--- src/rcsa_pkg.sv ---
// constants and types shared by the run command source arbiter files
package rcsa_pkg;
   // terminal block shape
   localparam int TERM_N = 7;
   localparam int FUNC_W = 6;
   localparam int TI_W   = 3;
   localparam int SRC_W  = 3;
   localparam int KFN_W  = 2;

   // register port shape
   localparam int ADDR_W = 8;
   localparam int DATA_W = 32;

   // command source settings
   localparam logic [SRC_W-1:0] SRC_KEYPAD  = 3'h0;
   localparam logic [SRC_W-1:0] SRC_PAIR    = 3'h1;
   localparam logic [SRC_W-1:0] SRC_RUN_DIR = 3'h2;
   localparam logic [SRC_W-1:0] SRC_SERIAL  = 3'h3;

   // terminal function codes
   localparam logic [FUNC_W-1:0] FN_RUN        = 6'h01;
   localparam logic [FUNC_W-1:0] FN_DIR        = 6'h02;
   localparam logic [FUNC_W-1:0] FN_RUN_PERMIT = 6'h0D;
   localparam logic [FUNC_W-1:0] FN_JOG_FWD    = 6'h0E;
   localparam logic [FUNC_W-1:0] FN_JOG_REV    = 6'h0F;
   localparam logic [FUNC_W-1:0] FN_PRE_EXC    = 6'h10;

   // programmable key function
   localparam logic [KFN_W-1:0] KEY_FN_LOCAL_REMOTE = 2'h2;

   // register byte addresses
   localparam logic [ADDR_W-1:0] REG_CMD_SOURCE     = 8'h00;
   localparam logic [ADDR_W-1:0] REG_KEY_FUNC       = 8'h04;
   localparam logic [ADDR_W-1:0] REG_POWER_ON_RUN   = 8'h08;
   localparam logic [ADDR_W-1:0] REG_STATUS         = 8'h0C;
   localparam logic [ADDR_W-1:0] REG_TERM_FUNC_BASE = 8'h10;

   // reset values
   localparam logic [SRC_W-1:0]  CMD_SOURCE_RST   = 3'h0;
   localparam logic [KFN_W-1:0]  KEY_FUNC_RST     = 2'h0;
   localparam logic              POWER_ON_RUN_RST = 1'b0;
   localparam logic [FUNC_W-1:0] TERM_FUNC_RST    = 6'h00;

   // status bit positions
   localparam int ST_LOCAL = 0;
   localparam int ST_RUN   = 1;
   localparam int ST_REV   = 2;
   localparam int ST_JOG   = 3;
   localparam int ST_ARMED = 4;
   localparam int ST_FAULT = 5;
   localparam int ST_WAIT  = 6;

   // keypad key slots
   localparam int KEY_N    = 3;
   localparam int KEY_MODE = 0;
   localparam int KEY_RUN  = 1;
   localparam int KEY_STOP = 2;

   // timing
   localparam int CLK_HZ       = 100_000_000;
   localparam int DEBOUNCE_MS  = 10;
   localparam int FLASH_MS     = 250;
   localparam int DEBOUNCE_CYCLES_DFLT = CLK_HZ / 1000 * DEBOUNCE_MS;
   localparam int FLASH_CYCLES_DFLT    = CLK_HZ / 1000 * FLASH_MS;
   localparam logic [1:0] START_CAPTURE = 2'h3;

   typedef logic [TERM_N-1:0][FUNC_W-1:0] rcsa_func_arr_t;
endpackage

--- src/rcsa_run_command_arbiter.sv ---
// top level of the run command source arbiter with its register port
// Overview of operation
// - source 2: run terminal requests run, direction terminal high means reverse
// - each of seven terminals can be given run (1) or direction (2) function
// - source 3: run and direction come from the serial link host commands
// - key function value 2 enables local/remote switching by the mode key
// - enabling key switching puts the device in remote at once, nothing else changes
// - press in remote goes local, indicator flashes, keypad run key only
// - press in local goes remote, indicator off, configured source governs again
// - local jog works only while a run-permit (13) terminal is active
// - remote mode follows the configured command source
// - with power-on run off, active terminals at power-on start nothing
// - terminal run accepted only after start terminals seen off then on
// - after a fault reset during run, start in local with keypad control
// - then local-to-remote stops; terminals wait until all are seen off
// - remote-to-local while running stops the drive
// - local-to-remote with terminal source keeps running per terminals
// - local-to-remote with keypad or serial source stops until next command
// - source 1: both terminals on or both off means stop
//
// Local design decisions: strobed register access and the register offsets.
`timescale 1ns/1ns
module rcsa_run_command_arbiter
   import rcsa_pkg::*;
#(
   parameter int DEBOUNCE_CYCLES = DEBOUNCE_CYCLES_DFLT,
   parameter int FLASH_CYCLES    = FLASH_CYCLES_DFLT
) (
   input  wire logic              clk_i,
   input  wire logic              reset_i,
   input  wire logic [ADDR_W-1:0] addr_i,
   input  wire logic [DATA_W-1:0] wdata_i,
   input  wire logic              wr_i,
   input  wire logic              rd_i,
   output logic      [DATA_W-1:0] rdata_o,
   input  wire logic [TERM_N-1:0] term_pin_i,
   input  wire logic              mode_key_pin_i,
   input  wire logic              run_key_pin_i,
   input  wire logic              stop_key_pin_i,
   input  wire logic              jog_key_pin_i,
   input  wire logic              fault_restart_i,
   input  wire logic              serial_valid_i,
   input  wire logic              serial_run_i,
   input  wire logic              serial_rev_i,
   output logic                   run_o,
   output logic                   reverse_o,
   output logic                   jog_o,
   output logic                   local_mode_o,
   output logic                   mode_led_o
);
   localparam int FL_W = $clog2(FLASH_CYCLES + 1);

   // configuration state
   logic [SRC_W-1:0]  cmd_src, next_cmd_src;
   logic [KFN_W-1:0]  key_fn, next_key_fn;
   logic              power_on_run, next_power_on_run;
   rcsa_func_arr_t    term_func, next_term_func;
   logic [DATA_W-1:0] next_rdata;
   // control state
   logic              in_local, next_local;
   logic              post_fault, next_post_fault;
   logic              wait_clear, next_wait_clear;
   logic              key_run, next_key_run;
   logic              ser_run, next_ser_run;
   logic              ser_rev, next_ser_rev;
   logic [TERM_N-1:0] term_ok, next_term_ok;
   logic [1:0]        start_cnt, next_start_cnt;
   logic [KFN_W-1:0]  key_fn_prev;
   logic              next_run, next_rev, next_jog;
   logic [FL_W-1:0]   flash_cnt, next_flash_cnt;
   logic              phase, next_phase, next_led;
   // synchronisers and decode
   logic [TERM_N-1:0] term_meta, term_sync;
   logic [1:0]        misc_meta, misc_sync;
   logic [KEY_N-1:0]  press;
   logic [TERM_N-1:0] run_mask, dir_mask, permit_mask, start_mask, term_eff;
   logic              fx, rx, permit, jog_sync, fault_sync;
   logic              mode_press, to_local, to_remote, lr_enable_edge, src_is_term;
   logic [TI_W:0]     wr_slot, rd_slot;
   logic [DATA_W-1:0] status_word;

   // mask of terminals assigned one function code
   function automatic logic [TERM_N-1:0] term_mask(input rcsa_func_arr_t f,
                                                   input logic [FUNC_W-1:0] code);
      logic [TERM_N-1:0] m;
      m = '0;
      for (int i = 0; i < TERM_N; i++) begin
         m[i] = (f[i] == code);
      end
      return m;
   endfunction

   // hit flag and index of a terminal function register address
   function automatic logic [TI_W:0] term_slot(input logic [ADDR_W-1:0] a);
      logic [ADDR_W-1:0] off;
      off = a - REG_TERM_FUNC_BASE;
      if (a >= REG_TERM_FUNC_BASE && off[1:0] == 2'h0
          && off[ADDR_W-1:2] < (ADDR_W-2)'(TERM_N)) begin
         return {1'b1, off[TI_W+1:2]};
      end
      return '0;
   endfunction

   // pins cross into the clock domain through two flops each
   always_ff @(posedge clk_i) begin
      if (reset_i) begin
         term_meta <= '0;
         term_sync <= '0;
         misc_meta <= '0;
         misc_sync <= '0;
      end else begin
         term_meta <= term_pin_i;
         term_sync <= term_meta;
         misc_meta <= {fault_restart_i, jog_key_pin_i};
         misc_sync <= misc_meta;
      end
   end
   assign jog_sync   = misc_sync[0];
   assign fault_sync = misc_sync[1];

   // debounced keypad keys
   genvar k;
   generate
      for (k = 0; k < KEY_N; k++) begin : g_key
         rcsa_key_debounce #(.STABLE_CYCLES(DEBOUNCE_CYCLES)) u_deb (
            .clk_i     (clk_i),
            .reset_i   (reset_i),
            .key_pin_i ((k == KEY_MODE) ? mode_key_pin_i :
                        (k == KEY_RUN)  ? run_key_pin_i : stop_key_pin_i),
            .press_o   (press[k])
         );
      end
   endgenerate

   // terminal roles from their function codes
   assign run_mask    = term_mask(term_func, FN_RUN);
   assign dir_mask    = term_mask(term_func, FN_DIR);
   assign permit_mask = term_mask(term_func, FN_RUN_PERMIT);
   assign start_mask  = run_mask | dir_mask | term_mask(term_func, FN_JOG_FWD)
                      | term_mask(term_func, FN_JOG_REV) | term_mask(term_func, FN_PRE_EXC);
   // start terminals count only once armed
   assign term_eff    = term_sync & (term_ok | ~start_mask);
   assign fx          = |(term_eff & run_mask);
   assign rx          = |(term_eff & dir_mask);
   assign permit      = |(term_sync & permit_mask);
   assign src_is_term = (cmd_src == SRC_PAIR) || (cmd_src == SRC_RUN_DIR);

   // mode key honoured when enabled, or to leave post-fault local
   assign mode_press = press[KEY_MODE] && (start_cnt == START_CAPTURE)
                       && (key_fn == KEY_FN_LOCAL_REMOTE || post_fault);
   assign to_local   = mode_press && !in_local;
   assign to_remote  = mode_press && in_local;
   assign lr_enable_edge = (key_fn == KEY_FN_LOCAL_REMOTE) && (key_fn_prev != key_fn);

   assign wr_slot = term_slot(addr_i);
   assign rd_slot = wr_slot;

   // status word, unused bits read zero
   always_comb begin
      status_word           = '0;
      status_word[ST_LOCAL] = in_local;
      status_word[ST_RUN]   = run_o;
      status_word[ST_REV]   = reverse_o;
      status_word[ST_JOG]   = jog_o;
      status_word[ST_ARMED] = &term_ok;
      status_word[ST_FAULT] = post_fault;
      status_word[ST_WAIT]  = wait_clear;
   end

   // register writes and reads; read data stands one cycle only
   always_comb begin
      next_cmd_src      = cmd_src;
      next_key_fn       = key_fn;
      next_power_on_run = power_on_run;
      next_term_func    = term_func;
      next_rdata        = '0;
      if (wr_i) begin
         if (addr_i == REG_CMD_SOURCE) begin
            next_cmd_src = wdata_i[SRC_W-1:0];
         end else if (addr_i == REG_KEY_FUNC) begin
            next_key_fn = wdata_i[KFN_W-1:0];
         end else if (addr_i == REG_POWER_ON_RUN) begin
            next_power_on_run = wdata_i[0];
         end else if (wr_slot[TI_W]) begin
            next_term_func[wr_slot[TI_W-1:0]] = wdata_i[FUNC_W-1:0];
         end
      end
      if (rd_i) begin
         if (addr_i == REG_CMD_SOURCE) begin
            next_rdata[SRC_W-1:0] = cmd_src;
         end else if (addr_i == REG_KEY_FUNC) begin
            next_rdata[KFN_W-1:0] = key_fn;
         end else if (addr_i == REG_POWER_ON_RUN) begin
            next_rdata[0] = power_on_run;
         end else if (addr_i == REG_STATUS) begin
            next_rdata = status_word;
         end else if (rd_slot[TI_W]) begin
            next_rdata[FUNC_W-1:0] = term_func[rd_slot[TI_W-1:0]];
         end
      end
   end

   always_ff @(posedge clk_i) begin
      if (reset_i) begin
         cmd_src      <= CMD_SOURCE_RST;
         key_fn       <= KEY_FUNC_RST;
         power_on_run <= POWER_ON_RUN_RST;
         term_func    <= {TERM_N{TERM_FUNC_RST}};
         rdata_o      <= '0;
      end else begin
         cmd_src      <= next_cmd_src;
         key_fn       <= next_key_fn;
         power_on_run <= next_power_on_run;
         term_func    <= next_term_func;
         rdata_o      <= next_rdata;
      end
   end

   // mode switching, command latches and terminal arming
   always_comb begin
      next_local      = in_local;
      next_post_fault = post_fault;
      next_wait_clear = wait_clear;
      next_key_run    = key_run;
      next_ser_run    = ser_run;
      next_ser_rev    = ser_rev;
      next_start_cnt  = start_cnt;
      // arm each terminal once it is seen inactive; the sync's reset zeros
      // are no real release, so wait until it carries pin values
      next_term_ok    = term_ok;
      if (start_cnt >= START_CAPTURE - 2'h1) begin
         next_term_ok = term_ok | ~term_sync;
      end
      // power-on run setting arms every terminal at once
      if (power_on_run) begin
         next_term_ok = '1;
      end
      if (start_cnt != START_CAPTURE) begin
         next_start_cnt = start_cnt + 2'h1;
      end
      if (wait_clear && term_sync == '0) begin
         next_wait_clear = 1'b0;
      end
      // going local drops the keypad run request
      if (to_local) begin
         next_local   = 1'b1;
         next_key_run = 1'b0;
      end else if (to_remote) begin
         next_local = 1'b0;
         // terminal sources latch nothing, so they resume per the pins
         // post-fault return to remote stops and waits for release
         if (post_fault) begin
            next_post_fault = 1'b0;
            next_wait_clear = 1'b1;
            next_key_run    = 1'b0;
         // digital sources stop until their next command
         end else if (!src_is_term) begin
            next_key_run = 1'b0;
            next_ser_run = 1'b0;
         end
      end
      // enabling the key function lands in remote
      if (lr_enable_edge) begin
         next_local = 1'b0;
      end
      // fault-reset level caught after release selects local
      if (start_cnt == START_CAPTURE - 2'h1) begin
         next_local      = fault_sync;
         next_post_fault = fault_sync;
      end
      // keypad keys act in local or with keypad source; stop wins
      if (next_local || cmd_src == SRC_KEYPAD) begin
         if (press[KEY_RUN]) begin
            next_key_run = 1'b1;
         end
         if (press[KEY_STOP]) begin
            next_key_run = 1'b0;
         end
      end
      // serial commands load only in remote with serial source
      if (serial_valid_i && cmd_src == SRC_SERIAL && !next_local) begin
         next_ser_run = serial_run_i;
         next_ser_rev = serial_rev_i;
      end
   end

   // command selection by mode and source
   always_comb begin
      next_run = 1'b0;
      next_rev = 1'b0;
      if (in_local) begin
         next_run = key_run;
      end else begin
         case (cmd_src)
            SRC_KEYPAD: next_run = key_run;
            // both on or both off gives stop
            SRC_PAIR: begin
               next_run = (fx ^ rx) && !wait_clear;
               next_rev = rx && !fx;
            end
            SRC_RUN_DIR: begin
               next_run = fx && !wait_clear;
               next_rev = rx;
            end
            SRC_SERIAL: begin
               next_run = ser_run;
               next_rev = ser_rev;
            end
            default: next_run = 1'b0;
         endcase
      end
      // local jog needs an active run-permit terminal
      next_jog = in_local && permit && jog_sync;
   end

   // indicator flash divider; restarts lit each time local begins
   always_comb begin
      next_flash_cnt = flash_cnt + FL_W'(1);
      next_phase     = phase;
      if (flash_cnt == FL_W'(FLASH_CYCLES - 1)) begin
         next_flash_cnt = '0;
         next_phase     = !phase;
      end
      if (!in_local) begin
         next_flash_cnt = '0;
         next_phase     = 1'b1;
      end
      next_led = in_local && phase;
   end

   always_ff @(posedge clk_i) begin
      if (reset_i) begin
         in_local    <= 1'b0;
         post_fault  <= 1'b0;
         wait_clear  <= 1'b0;
         key_run     <= 1'b0;
         ser_run     <= 1'b0;
         ser_rev     <= 1'b0;
         term_ok     <= '0;
         start_cnt   <= 2'h0;
         key_fn_prev <= KEY_FUNC_RST;
         run_o       <= 1'b0;
         reverse_o   <= 1'b0;
         jog_o       <= 1'b0;
         flash_cnt   <= '0;
         phase       <= 1'b1;
         mode_led_o  <= 1'b0;
      end else begin
         in_local    <= next_local;
         post_fault  <= next_post_fault;
         wait_clear  <= next_wait_clear;
         key_run     <= next_key_run;
         ser_run     <= next_ser_run;
         ser_rev     <= next_ser_rev;
         term_ok     <= next_term_ok;
         start_cnt   <= next_start_cnt;
         key_fn_prev <= key_fn;
         run_o       <= next_run;
         reverse_o   <= next_rev;
         jog_o       <= next_jog;
         flash_cnt   <= next_flash_cnt;
         phase       <= next_phase;
         mode_led_o  <= next_led;
      end
   end
   assign local_mode_o = in_local;
endmodule

--- src/rcsa_key_debounce.sv ---
// keypad key synchroniser and debouncer giving one pulse per press
`timescale 1ns/1ns
module rcsa_key_debounce #(
   parameter int STABLE_CYCLES = 1000
) (
   input  wire logic clk_i,
   input  wire logic reset_i,
   input  wire logic key_pin_i,
   output logic      press_o
);
   localparam int CW = $clog2(STABLE_CYCLES + 1);

   logic          key_meta;
   logic          key_sync;
   logic          stable;
   logic          next_stable;
   logic [CW-1:0] cnt;
   logic [CW-1:0] next_cnt;
   logic          next_press;

   // two flops before anything looks at the pin
   always_ff @(posedge clk_i) begin
      if (reset_i) begin
         key_meta <= 1'b0;
         key_sync <= 1'b0;
      end else begin
         key_meta <= key_pin_i;
         key_sync <= key_meta;
      end
   end

   // accept a level only once it held for the full window
   always_comb begin
      next_cnt    = '0;
      next_stable = stable;
      next_press  = 1'b0;
      if (key_sync != stable) begin
         next_cnt = cnt + CW'(1);
         if (cnt == CW'(STABLE_CYCLES - 1)) begin
            next_cnt    = '0;
            next_stable = key_sync;
            next_press  = key_sync;
         end
      end
   end

   always_ff @(posedge clk_i) begin
      if (reset_i) begin
         cnt     <= '0;
         stable  <= 1'b0;
         press_o <= 1'b0;
      end else begin
         cnt     <= next_cnt;
         stable  <= next_stable;
         press_o <= next_press;
      end
   end
endmodule

--- config.mk ---
export PLATFORM = sky130hd
export DESIGN_NAME = rcsa_run_command_arbiter
export DESIGN_NICKNAME = d
export VERILOG_FILES = /design/src/rcsa_pkg.sv /design/src/rcsa_run_command_arbiter.sv /design/src/rcsa_key_debounce.sv
export SDC_FILE = /design/constraint.sdc
export NUM_CORES = 1
export LEC_CHECK = 0
export BUFFER_PORTS_ARGS = -buffer_cell sky130_fd_sc_hd__buf_2
export CORE_ASPECT_RATIO = 0.75
export CORE_MARGIN = 2
export CORE_UTILIZATION = 55
export CTS_CLUSTER_SIZE = 10
export DETAILED_ROUTE_END_ITERATION = 8
export GPL_TIMING_DRIVEN = 1
export PLACE_DENSITY_LB_ADDON = 0.25
export SYNTH_ARGS = -nofsm -noshare
export SYNTH_HDL_FRONTEND = slang
export SYNTH_SLANG_ARGS = --single-unit
--- constraint.sdc ---
create_clock -name clk_i -period 4.87 [get_ports clk_i]
set_input_delay 0.487 -clock clk_i [delete_from_list [all_inputs] [get_ports clk_i]]
set_output_delay 0.487 -clock clk_i [all_outputs]
set_load 0.005 [all_outputs]
==> impl_results.html, run 1 <==
<table>
<tr><th>Metric</th><th>Value</th></tr>
<tr><th colspan="2">Cells and area</th></tr>
<tr><td>Most common cell after layout, fill and taps aside</td><td>nor2_1</td></tr>
<tr><td>Most frequent cells in the layout</td><td>nor2_1, dfxtp_1, xor2_1</td></tr>
<tr><td>Signed area change from the synthesized netlist to the final layout</td><td>9.55%</td></tr>
<tr><td>Fraction of the core area covered by cells at the end of the flow</td><td>0.618</td></tr>
<tr><td>Post-route cell area</td><td>around 9400 um2</td></tr>
<tr><td>Antenna diodes</td><td>0</td></tr>
<tr><td>NumNets Final</td><td>~1100</td></tr>
<tr><td>Share of post-route cells with drive strength above 1</td><td>0.0915</td></tr>
<tr><th colspan="2">Timing</th></tr>
<tr><td>Highest achievable clock rate</td><td>0.393 GHz</td></tr>
<tr><td>Final Slew Violations</td><td>0</td></tr>
<tr><td>Transition time at the pin with the least slew margin</td><td>around 0.90 ns</td></tr>
<tr><td>Sum of negative setup slack</td><td>0 ns</td></tr>
<tr><td>Count of final setup violators</td><td>0</td></tr>
<tr><td>Final critical delay including setup and external delays</td><td>approximately 2.5 ns</td></tr>
<tr><td>Final hold violation count</td><td>0</td></tr>
<tr><td>Post-Route Skew</td><td>approximately 0.01 ns</td></tr>
<tr><td>Setup repair after global routing missed its margin</td><td>no</td></tr>
<tr><td>Slew HR</td><td>0.401</td></tr>
<tr><td>Final worst path period share</td><td>0.522</td></tr>
<tr><th colspan="2">Yosys</th></tr>
<tr><td>Synth Cell Area</td><td>8620 um2</td></tr>
<tr><td>Synth Area per Inst</td><td>about 9 um2</td></tr>
<tr><td>Share of async-settable or async-resettable flops after synthesis</td><td>0</td></tr>
<tr><td>Part of the Yosys area used for sequential elements</td><td>0.446</td></tr>
<tr><td>Syn Inst Count</td><td>about 960</td></tr>
<tr><td>Warnings from Yosys</td><td>0</td></tr>
<tr><td>Number of different library cells in the post-synthesis netlist</td><td>61</td></tr>
<tr><td>Flip-flop cell with the highest count after synthesis</td><td>dfxtp_1</td></tr>
<tr><td>Number of enable flip-flop cells after synthesis</td><td>0</td></tr>
<tr><td>Flip-flop and latch count after synthesis</td><td>~190</td></tr>
<tr><th colspan="2">Critical path</th></tr>
<tr><td>Startpoint types</td><td>register</td></tr>
<tr><td>Class of the most critical setup path</td><td>register to register</td></tr>
<tr><td>Ordered cell list for the critical path</td><td>nor2_1 &gt; xor2_1 &gt; a311o_1 &gt; and3_1 &gt; a211oi_1 &gt; ha_1 &gt; o41ai_1 &gt; a31oi_1 &gt; o21ai_0</td></tr>
<tr><td>Highest-delay cell along the critical path</td><td>dfxtp_1</td></tr>
<tr><td>Worst path required time</td><td>5.19 ns</td></tr>
<tr><td>Worst path arrival time</td><td>about 2.9 ns</td></tr>
<tr><td>Type of element capturing the critical path</td><td>register</td></tr>
<tr><td>Number of buffer and inverter instances along the worst setup path</td><td>0</td></tr>
<tr><td>Family of cells with the greatest summed delay on the critical path</td><td>compound AO/OA/AOI/OAI gates</td></tr>
<tr><td>Largest incremental delay on the critical path</td><td>0.45 ns</td></tr>
<tr><td>Critical-path maximum fanout</td><td>6</td></tr>
<tr><th colspan="2">Die</th></tr>
<tr><td>Starting density of the core</td><td>0.565</td></tr>
<tr><td>Die area</td><td>16700 um2</td></tr>
<tr><td>Top-Level Pins</td><td>96</td></tr>
<tr><td>Width of the die</td><td>around 150 um</td></tr>
<tr><td>Height of the die</td><td>112 um</td></tr>
<tr><td>Num rows</td><td>39</td></tr>
<tr><td>Total core area</td><td>between 15000 and 20000 um2</td></tr>
<tr><th colspan="2">Global routing</th></tr>
<tr><td>Wire length of the first global-routing pass</td><td>just under 30000 um</td></tr>
<tr><td>Global-route total usage across every layer</td><td>0.218</td></tr>
<tr><td>GR Overflow Total</td><td>0</td></tr>
<tr><td>Number of global-route vias before repair</td><td>5695</td></tr>
<tr><td>Largest net degree at the start of global routing</td><td>60</td></tr>
<tr><td>Antenna violations before repair</td><td>0</td></tr>
<tr><th colspan="2">Clock tree</th></tr>
<tr><td>Clock edge transition at the registers on the reported setup and hold paths</td><td>roughly 0.08 ns</td></tr>
<tr><td>CTS tree</td><td>yes</td></tr>
<tr><td>Number of gates resized after cts</td><td>0</td></tr>
<tr><td>Clk sink count</td><td>about 190</td></tr>
<tr><td>Postcts setup bufs</td><td>0</td></tr>
<tr><td>Worst-case clock buffer depth</td><td>2</td></tr>
<tr><td>H-tree levels</td><td>4</td></tr>
<tr><td>Latest clock arrival within the worst-skew pair</td><td>0.43 ns</td></tr>
<tr><td>TritonCTS Buffers</td><td>17</td></tr>
<tr><td>CTS Root Cell</td><td>clkbuf_16</td></tr>
<tr><td>Number of hold buffers added after cts</td><td>0</td></tr>
<tr><th colspan="2">Status</th></tr>
<tr><td>Run status</td><td>finished clean</td></tr>
<tr><th colspan="2">Detailed routing</th></tr>
<tr><td>Total wirelength of the detailed-routed design</td><td>about 18000 um</td></tr>
<tr><td>Detailed-router iteration count before antenna repair</td><td>5</td></tr>
<tr><td>Total number of vias</td><td>approximately 6600</td></tr>
<tr><td>Starting DRC count in detailed routing</td><td>between 500 and 600</td></tr>
<tr><td>Remaining DRCs</td><td>0</td></tr>
<tr><td>Number of nets still failing antenna checks after routing</td><td>0</td></tr>
<tr><td>Drt wl/cell</td><td>14.8 um</td></tr>
<tr><td>Via density per instance</td><td>5.46</td></tr>
<tr><th colspan="2">Placed design</th></tr>
<tr><td>Weighted congestion reported at the end of routability-driven placement</td><td>slightly above 0.9</td></tr>
<tr><td>Placed cell areas</td><td>around 8800 um2</td></tr>
<tr><td>Placed wire-length estimate after detailed placement</td><td>12500 um</td></tr>
<tr><td>PortBufs</td><td>44</td></tr>
<tr><th colspan="2">Power and ir drop</th></tr>
<tr><td>Peak VDD IR</td><td>between 0.0002 and 0.0003 V</td></tr>
<tr><td>Overall power consumption</td><td>3.22 mW</td></tr>
<tr><td>Static Leak</td><td>roughly 3.7 nW</td></tr>
<tr><td>Power per standard cell area</td><td>340 nW/um2</td></tr>
<tr><th colspan="2">Worst hold path</th></tr>
<tr><td>Hold WC Path Type</td><td>primary input to register</td></tr>
<tr><th colspan="2">Flow run</th></tr>
<tr><td>Number of maximum-capacitance violations</td><td>0</td></tr>
</table>
-- layout make-up --
type	instances	area, um2
clock buffers	17	425
repair buffers	45	230
multi-input cells	712	4440
flip-flops and latches	192	3840
inverters	14	52.6
well taps	205	256
clock inverters	15	195
fillers	1310	5830
-- per-stage QoR --
step	std cells	hold slack, ns	setup slack (ns)
after CTS	1200	0.238	2.31
after global placement	1168	0.419	1.97
after floorplan	981	0.393	2.19
after detailed placement	1168	0.423	1.94
after global routing	1200	0.242	2.13
final	1200	0.252	2.33
-- state kept, by name, indices dropped and copies added (netlist names), 2 cells and up --
name / flops
cmd_src: 3
g_key.u_deb.stable: 3
start_cnt: 2
key_fn_prev: 2
flash_cnt: 25
g_key.u_deb.cnt: 60
term_sync: 7
term_meta: 7
g_key.u_deb.press_o: 3
term_func: 42
g_key.u_deb.key_sync: 3
misc_sync: 2
term_ok: 7
key_fn: 2
misc_meta: 2
rdata_o: 7
g_key.u_deb.key_meta: 3
-- routing by layer --
layer	GRT usage	wire length (um)	share of wire	vias up
met5	0	0	0	-
met4	0.0635	220	0.012	0
met3	0.0557	1390	0.078	13
met2	0.302	7210	0.41	199
met1	0.332	8970	0.50	3055
li1	-	-	-	3288
-- Yosys cell counts (5+ instances only) --
master / n / area share
clkbuf_1: 19 / 0.0083
a21oi_1: 16 / 0.0093
nor3b_1: 7 / 0.0061
buf_2: 11 / 0.0064
nor2_1: 203 / 0.088
nor2b_1: 43 / 0.031
nor4_1: 7 / 0.0051
nor3_1: 12 / 0.0070
xor2_1: 61 / 0.062
and3_1: 19 / 0.014
nand3_1: 53 / 0.031
nand2_1: 47 / 0.020
nand4b_1: 5 / 0.0051
xnor2_1: 24 / 0.024
nor4b_1: 10 / 0.010
and4_1: 13 / 0.013
o21ai_0: 8 / 0.0046
inv_1: 14 / 0.0061
dfxtp_1: 192 / 0.45
mux2i_1: 58 / 0.067
nand4_1: 31 / 0.022
mux4_2: 6 / 0.016
buf_4: 25 / 0.022
ha_1: 11 / 0.016
-- worst paths after layout --
path / startpoint / end / slack (ns) / cells after the start
worst min register to register: term_meta[2] / term_sync[2] / 0.43 / 1
worst max-delay path: term_func[19] / run_o / 2.33 / 9
worst max register to register: term_func[19] / run_o / 2.33 / 9
worst min-delay path: stop_key_pin_i / g_key[2].u_deb.key_meta / 0.25 / 2
-- power breakdown --
part / switching [mW] / internal (mW)
logic: 0.0976 / 0.0560
clock network: 0.650 / 0.783
registers: 0.0296 / 1.60
-- kinds of logic after synthesis --
group | count (synthesis) | synth area share
xor+xnor | 85 | 0.0863
mux | 66 | 0.0856
fa+ha+maj | 11 | 0.0160
other cells | 1 | 0.000435
simple gates | 471 | 0.273
buf+inv | 77 | 0.0495
flops | 192 | 0.446
compound gates | 54 | 0.0431
(Power assumes the default switching activity.)
==> run 2, diff against run 1 <==
Settings changed: CORE_UTILIZATION 55 to 53.
Clock period 4.87 ns to 2.1 ns, I/O delays scaled along.
==> run 2 against run 1 <==
  * The run now ends with negative setup slack left
  * Non-clock buffer count increased by 75
  * Critical path type unchanged
  * Register-to-register slack got worse by 2.5 ns
  * First-iteration DRC count decreased by 22%
  * Sequential power increased by 130%
  * Largest power group unchanged
  * Critical path depth unchanged
  * Combinational power increased to 2.8 times the previous value
  * Cell count increased by 6.7%
==> impl_results.html, run 2 (synthesis gave the netlist of run 1 again) <==
<table>
<tr><th>Metric</th><th>Value</th></tr>
<tr><th colspan="2">Detailed routing</th></tr>
<tr><td>Detailed-router iteration count before antenna repair</td><td>5 (unchanged)</td></tr>
<tr><td>Total wirelength of the detailed-routed design</td><td>19200 um (+8.1%)</td></tr>
<tr><td>Drt wl/cell</td><td>15.0 um (+1.3%)</td></tr>
<tr><td>Total number of vias</td><td>6776 (+3.4%)</td></tr>
<tr><td>Number of nets still failing antenna checks after routing</td><td>0 (unchanged)</td></tr>
<tr><td>Starting DRC count in detailed routing</td><td>391 (-22%)</td></tr>
<tr><td>Remaining DRCs</td><td>0 (unchanged)</td></tr>
<tr><td>Via density per instance</td><td>5.29 (-3.1%)</td></tr>
<tr><th colspan="2">Power and ir drop</th></tr>
<tr><td>Peak VDD IR</td><td>0.000502 V (+98%)</td></tr>
<tr><td>Switch Pwr</td><td>1.86 mW (+140%)</td></tr>
<tr><td>Static Leak</td><td>4.12 nW (+11%)</td></tr>
<tr><td>Overall power consumption</td><td>7.57 mW (+140%)</td></tr>
<tr><td>Power per standard cell area</td><td>746 nW/um2 (+120%)</td></tr>
<tr><td>Clock power share</td><td>0.444 (-0.002)</td></tr>
<tr><td>Relative contribution of combinational cells to total power</td><td>0.057 (+0.009)</td></tr>
<tr><td>Proportion of power drawn by flip-flops and latches</td><td>0.499 (-0.007)</td></tr>
<tr><td>Internal power</td><td>5.71 mW (+130%)</td></tr>
<tr><td>Switching power as a share of total power</td><td>0.246 (+0.00395)</td></tr>
<tr><th colspan="2">Clock tree</th></tr>
<tr><td>Clk sink count</td><td>192 (unchanged)</td></tr>
<tr><td>CTS Root Cell</td><td>clkbuf_16</td></tr>
<tr><td>Clock edge transition at the registers on the reported setup and hold paths</td><td>0.07 ns (about the same)</td></tr>
<tr><td>Worst-case clock buffer depth</td><td>2 (unchanged)</td></tr>
<tr><td>TritonCTS Buffers</td><td>17 (unchanged)</td></tr>
<tr><td>CTS tree</td><td>yes</td></tr>
<tr><td>H-tree levels</td><td>4 (unchanged)</td></tr>
<tr><td>Latest clock arrival within the worst-skew pair</td><td>0.45 ns (+0.02 ns)</td></tr>
<tr><th colspan="2">Cells and area</th></tr>
<tr><td>Largest register by flop count</td><td>g_key.u_deb.cnt</td></tr>
<tr><td>Signed area change from the synthesized netlist to the final layout</td><td>17.7%</td></tr>
<tr><td>Filler-free cell count of the finished design</td><td>1280 (+6.7%)</td></tr>
<tr><td>Most common cell after layout, fill and taps aside</td><td>nor2_1</td></tr>
<tr><td>Most frequent cells in the layout</td><td>nor2_1, dfxtp_1, buf_4</td></tr>
<tr><td>Share of post-route cells with drive strength above 1</td><td>0.161 (+0.0693)</td></tr>
<tr><td>Regs by FF count</td><td>g_key.u_deb.cnt x60, term_func x42, flash_cnt x25</td></tr>
<tr><td>NumNets Final</td><td>1127 (+7.1%)</td></tr>
<tr><td>Max reg flops</td><td>60 (unchanged)</td></tr>
<tr><td>Post-route cell area</td><td>10100 um2 (+7.4%)</td></tr>
<tr><td>Antenna diodes</td><td>0 (unchanged)</td></tr>
<tr><th colspan="2">Timing</th></tr>
<tr><td>Final critical delay including setup and external delays</td><td>2.30 ns (-0.247 ns)</td></tr>
<tr><td>Worst hold slack</td><td>0.00668 ns (-0.245 ns)</td></tr>
<tr><td>Post-Route Skew</td><td>0.0100 ns (-0.000156 ns)</td></tr>
<tr><td>Final hold violation count</td><td>0 (unchanged)</td></tr>
<tr><td>Setup repair after global routing missed its margin</td><td>yes</td></tr>
<tr><td>Count of final setup violators</td><td>2 (+2)</td></tr>
<tr><td>Highest achievable clock rate</td><td>0.436 GHz (+11%)</td></tr>
<tr><td>Final worst path period share</td><td>1.09 (+0.571)</td></tr>
<tr><td>Post-route worst setup slack</td><td>-0.196 ns (-2.52 ns)</td></tr>
<tr><td>Sum of negative setup slack</td><td>-0.225 ns (-0.225 ns)</td></tr>
<tr><td>Final Slew Violations</td><td>0 (unchanged)</td></tr>
<tr><th colspan="2">Worst hold path</th></tr>
<tr><td>Hold WC Path Type</td><td>primary input to register</td></tr>
<tr><td>Start point of the worst min-delay path</td><td>term_pin_i[4]</td></tr>
<tr><th colspan="2">Critical path</th></tr>
<tr><td>Ordered cell list for the critical path</td><td>or3b_4 &gt; a21oi_2 &gt; nor2_1 &gt; o21a_1 &gt; a211o_1 &gt; ha_2 &gt; mux2_2 &gt; and3_4 &gt; a41o_1</td></tr>
<tr><td>Register-to-register setup slack</td><td>-0.20 ns (-2.52 ns)</td></tr>
<tr><td>Worst path arrival time</td><td>2.63 ns (-0.23 ns)</td></tr>
<tr><td>Worst Setup SP</td><td>term_func[24]</td></tr>
<tr><td>Largest incremental delay on the critical path</td><td>0.38 ns (-0.07 ns)</td></tr>
<tr><td>Critical-path maximum fanout</td><td>2 (-4)</td></tr>
<tr><td>Highest-delay cell along the critical path</td><td>or3b_4</td></tr>
<tr><td>Worst path required time</td><td>2.43 ns (-2.76 ns)</td></tr>
<tr><td>Class of the most critical setup path</td><td>register to register</td></tr>
<tr><td>Startpoint types</td><td>register</td></tr>
<tr><td>Type of element capturing the critical path</td><td>register</td></tr>
<tr><td>Reg-to-Reg Start</td><td>term_func[24]</td></tr>
<tr><th colspan="2">Die</th></tr>
<tr><td>Width of the die</td><td>151 um (+1.8%)</td></tr>
<tr><td>Total core area</td><td>16000 um2 (+4.5%)</td></tr>
<tr><td>Top-Level Pins</td><td>96 (unchanged)</td></tr>
<tr><td>Die area</td><td>17300 um2 (+3.7%)</td></tr>
<tr><td>Starting density of the core</td><td>0.540 (-0.0245)</td></tr>
<tr><td>Height of the die</td><td>114 um (+1.8%)</td></tr>
<tr><td>Num rows</td><td>40 (+2.6%)</td></tr>
<tr><th colspan="2">Status</th></tr>
<tr><td>Violations in the final reports</td><td>negative setup slack</td></tr>
<tr><td>Run status</td><td>complete, but fails checks</td></tr>
<tr><th colspan="2">Placed design</th></tr>
<tr><td>Placed cell areas</td><td>9380 um2 (+6.3%)</td></tr>
<tr><td>Weighted congestion reported at the end of routability-driven placement</td><td>0.909 (-2.1%)</td></tr>
<tr><td>Placed wire-length estimate after detailed placement</td><td>13700 um (+10%)</td></tr>
<tr><td>PortBufs</td><td>44 (unchanged)</td></tr>
<tr><td>Placed Cells</td><td>1236 (+5.8%)</td></tr>
<tr><th colspan="2">Global routing</th></tr>
<tr><td>Largest net degree at the start of global routing</td><td>37 (-38%)</td></tr>
<tr><td>Antenna violations before repair</td><td>0 (unchanged)</td></tr>
<tr><td>GR Overflow Total</td><td>0 (unchanged)</td></tr>
<tr><td>Number of global-route vias before repair</td><td>6308 (+11%)</td></tr>
<tr><td>Global-route total usage across every layer</td><td>0.233 (+0.0151)</td></tr>
<tr><td>Wire length of the first global-routing pass</td><td>31300 um (+7.8%)</td></tr>
<tr><th colspan="2">Flow run</th></tr>
<tr><td>Number of maximum-capacitance violations</td><td>0 (unchanged)</td></tr>
</table>
==> run 2: changes by cell type in the layout (fill, tap and decap cells not counted), sizes merged <==
| cell | before | now |
|---|---|---|
| buf | 45 | 110 |
| dlygate4sd3 | 0 | 10 |
==> run 2: power groups by stage <==
stage | sequential, mW | clock (mW) | combinational, mW
finish | 3.78 | 3.36 | 0.429
global route | 3.79 | 3.58 | 0.481
CTS | 3.78 | 3.42 | 0.426
detailed placement | 3.86 | 0 | 0.409
global placement | 3.86 | 0 | 0.405
floorplan | 3.83 | 0 | 0.299
==> run 2: layout make-up <==
class / count / area, um2
clock buffers: 17 / 425
inverters: 14 / 52.6
fillers: 1377 / 5820
well taps: 210 / 263
repair buffers: 120 / 868
clock inverters: 15 / 195
multi-input cells: 712 / 4490
flip-flops and latches: 192 / 3850
==> run 2: per-layer routing <==
layer  routed length (um)  part of all wire  vias to the layer above  track usage
met1                 9510              0.50                     3129        0.335
met2                 7910              0.41                      189        0.331
met4                  382             0.020                        0       0.0935
met3                 1420             0.074                       33       0.0633
li1                     -                 -                     3425            -
met5                    0                 0                        -            0
==> run 2: what timing repair did <==
item / CTS / global route
hold buffers: 10 / 0
endpoints found under the setup margin: 2 / 4
hold endpoints to repair: 10 / 0
pin swaps: 2 / 5
resized for setup: 5 / 4
buffers inserted: 1 / 1
==> run 2: path summary, 6_finish.rpt <==
kind,end,cells after the start
worst max-delay path,reverse_o,9
worst min-delay path,term_meta[4],2
worst max register to register,reverse_o,9
worst min register to register,term_sync[0],1
==> run 2: worst max-delay path, delay by kind of cell (launching register included) <==
kind                       cells  cell delay [ns]
muxes                          1             0.26
and+or+nand+nor                3             0.60
AOI/OAI and AO/OA              4             0.81
adders and majority gates      1             0.19
DFF                            1             0.32
==> run 2: stage by stage <==
stage | setup slack (ns) | utilization
6_report | -0.196 | 0.636
5_1_grt | -0.245 | 0.636
3_3_place_gp | -0.175 | 0.587
3_5_place_dp | -0.203 | 0.587
4_1_cts | -0.148 | 0.634
2_1_floorplan | -0.0432 | -
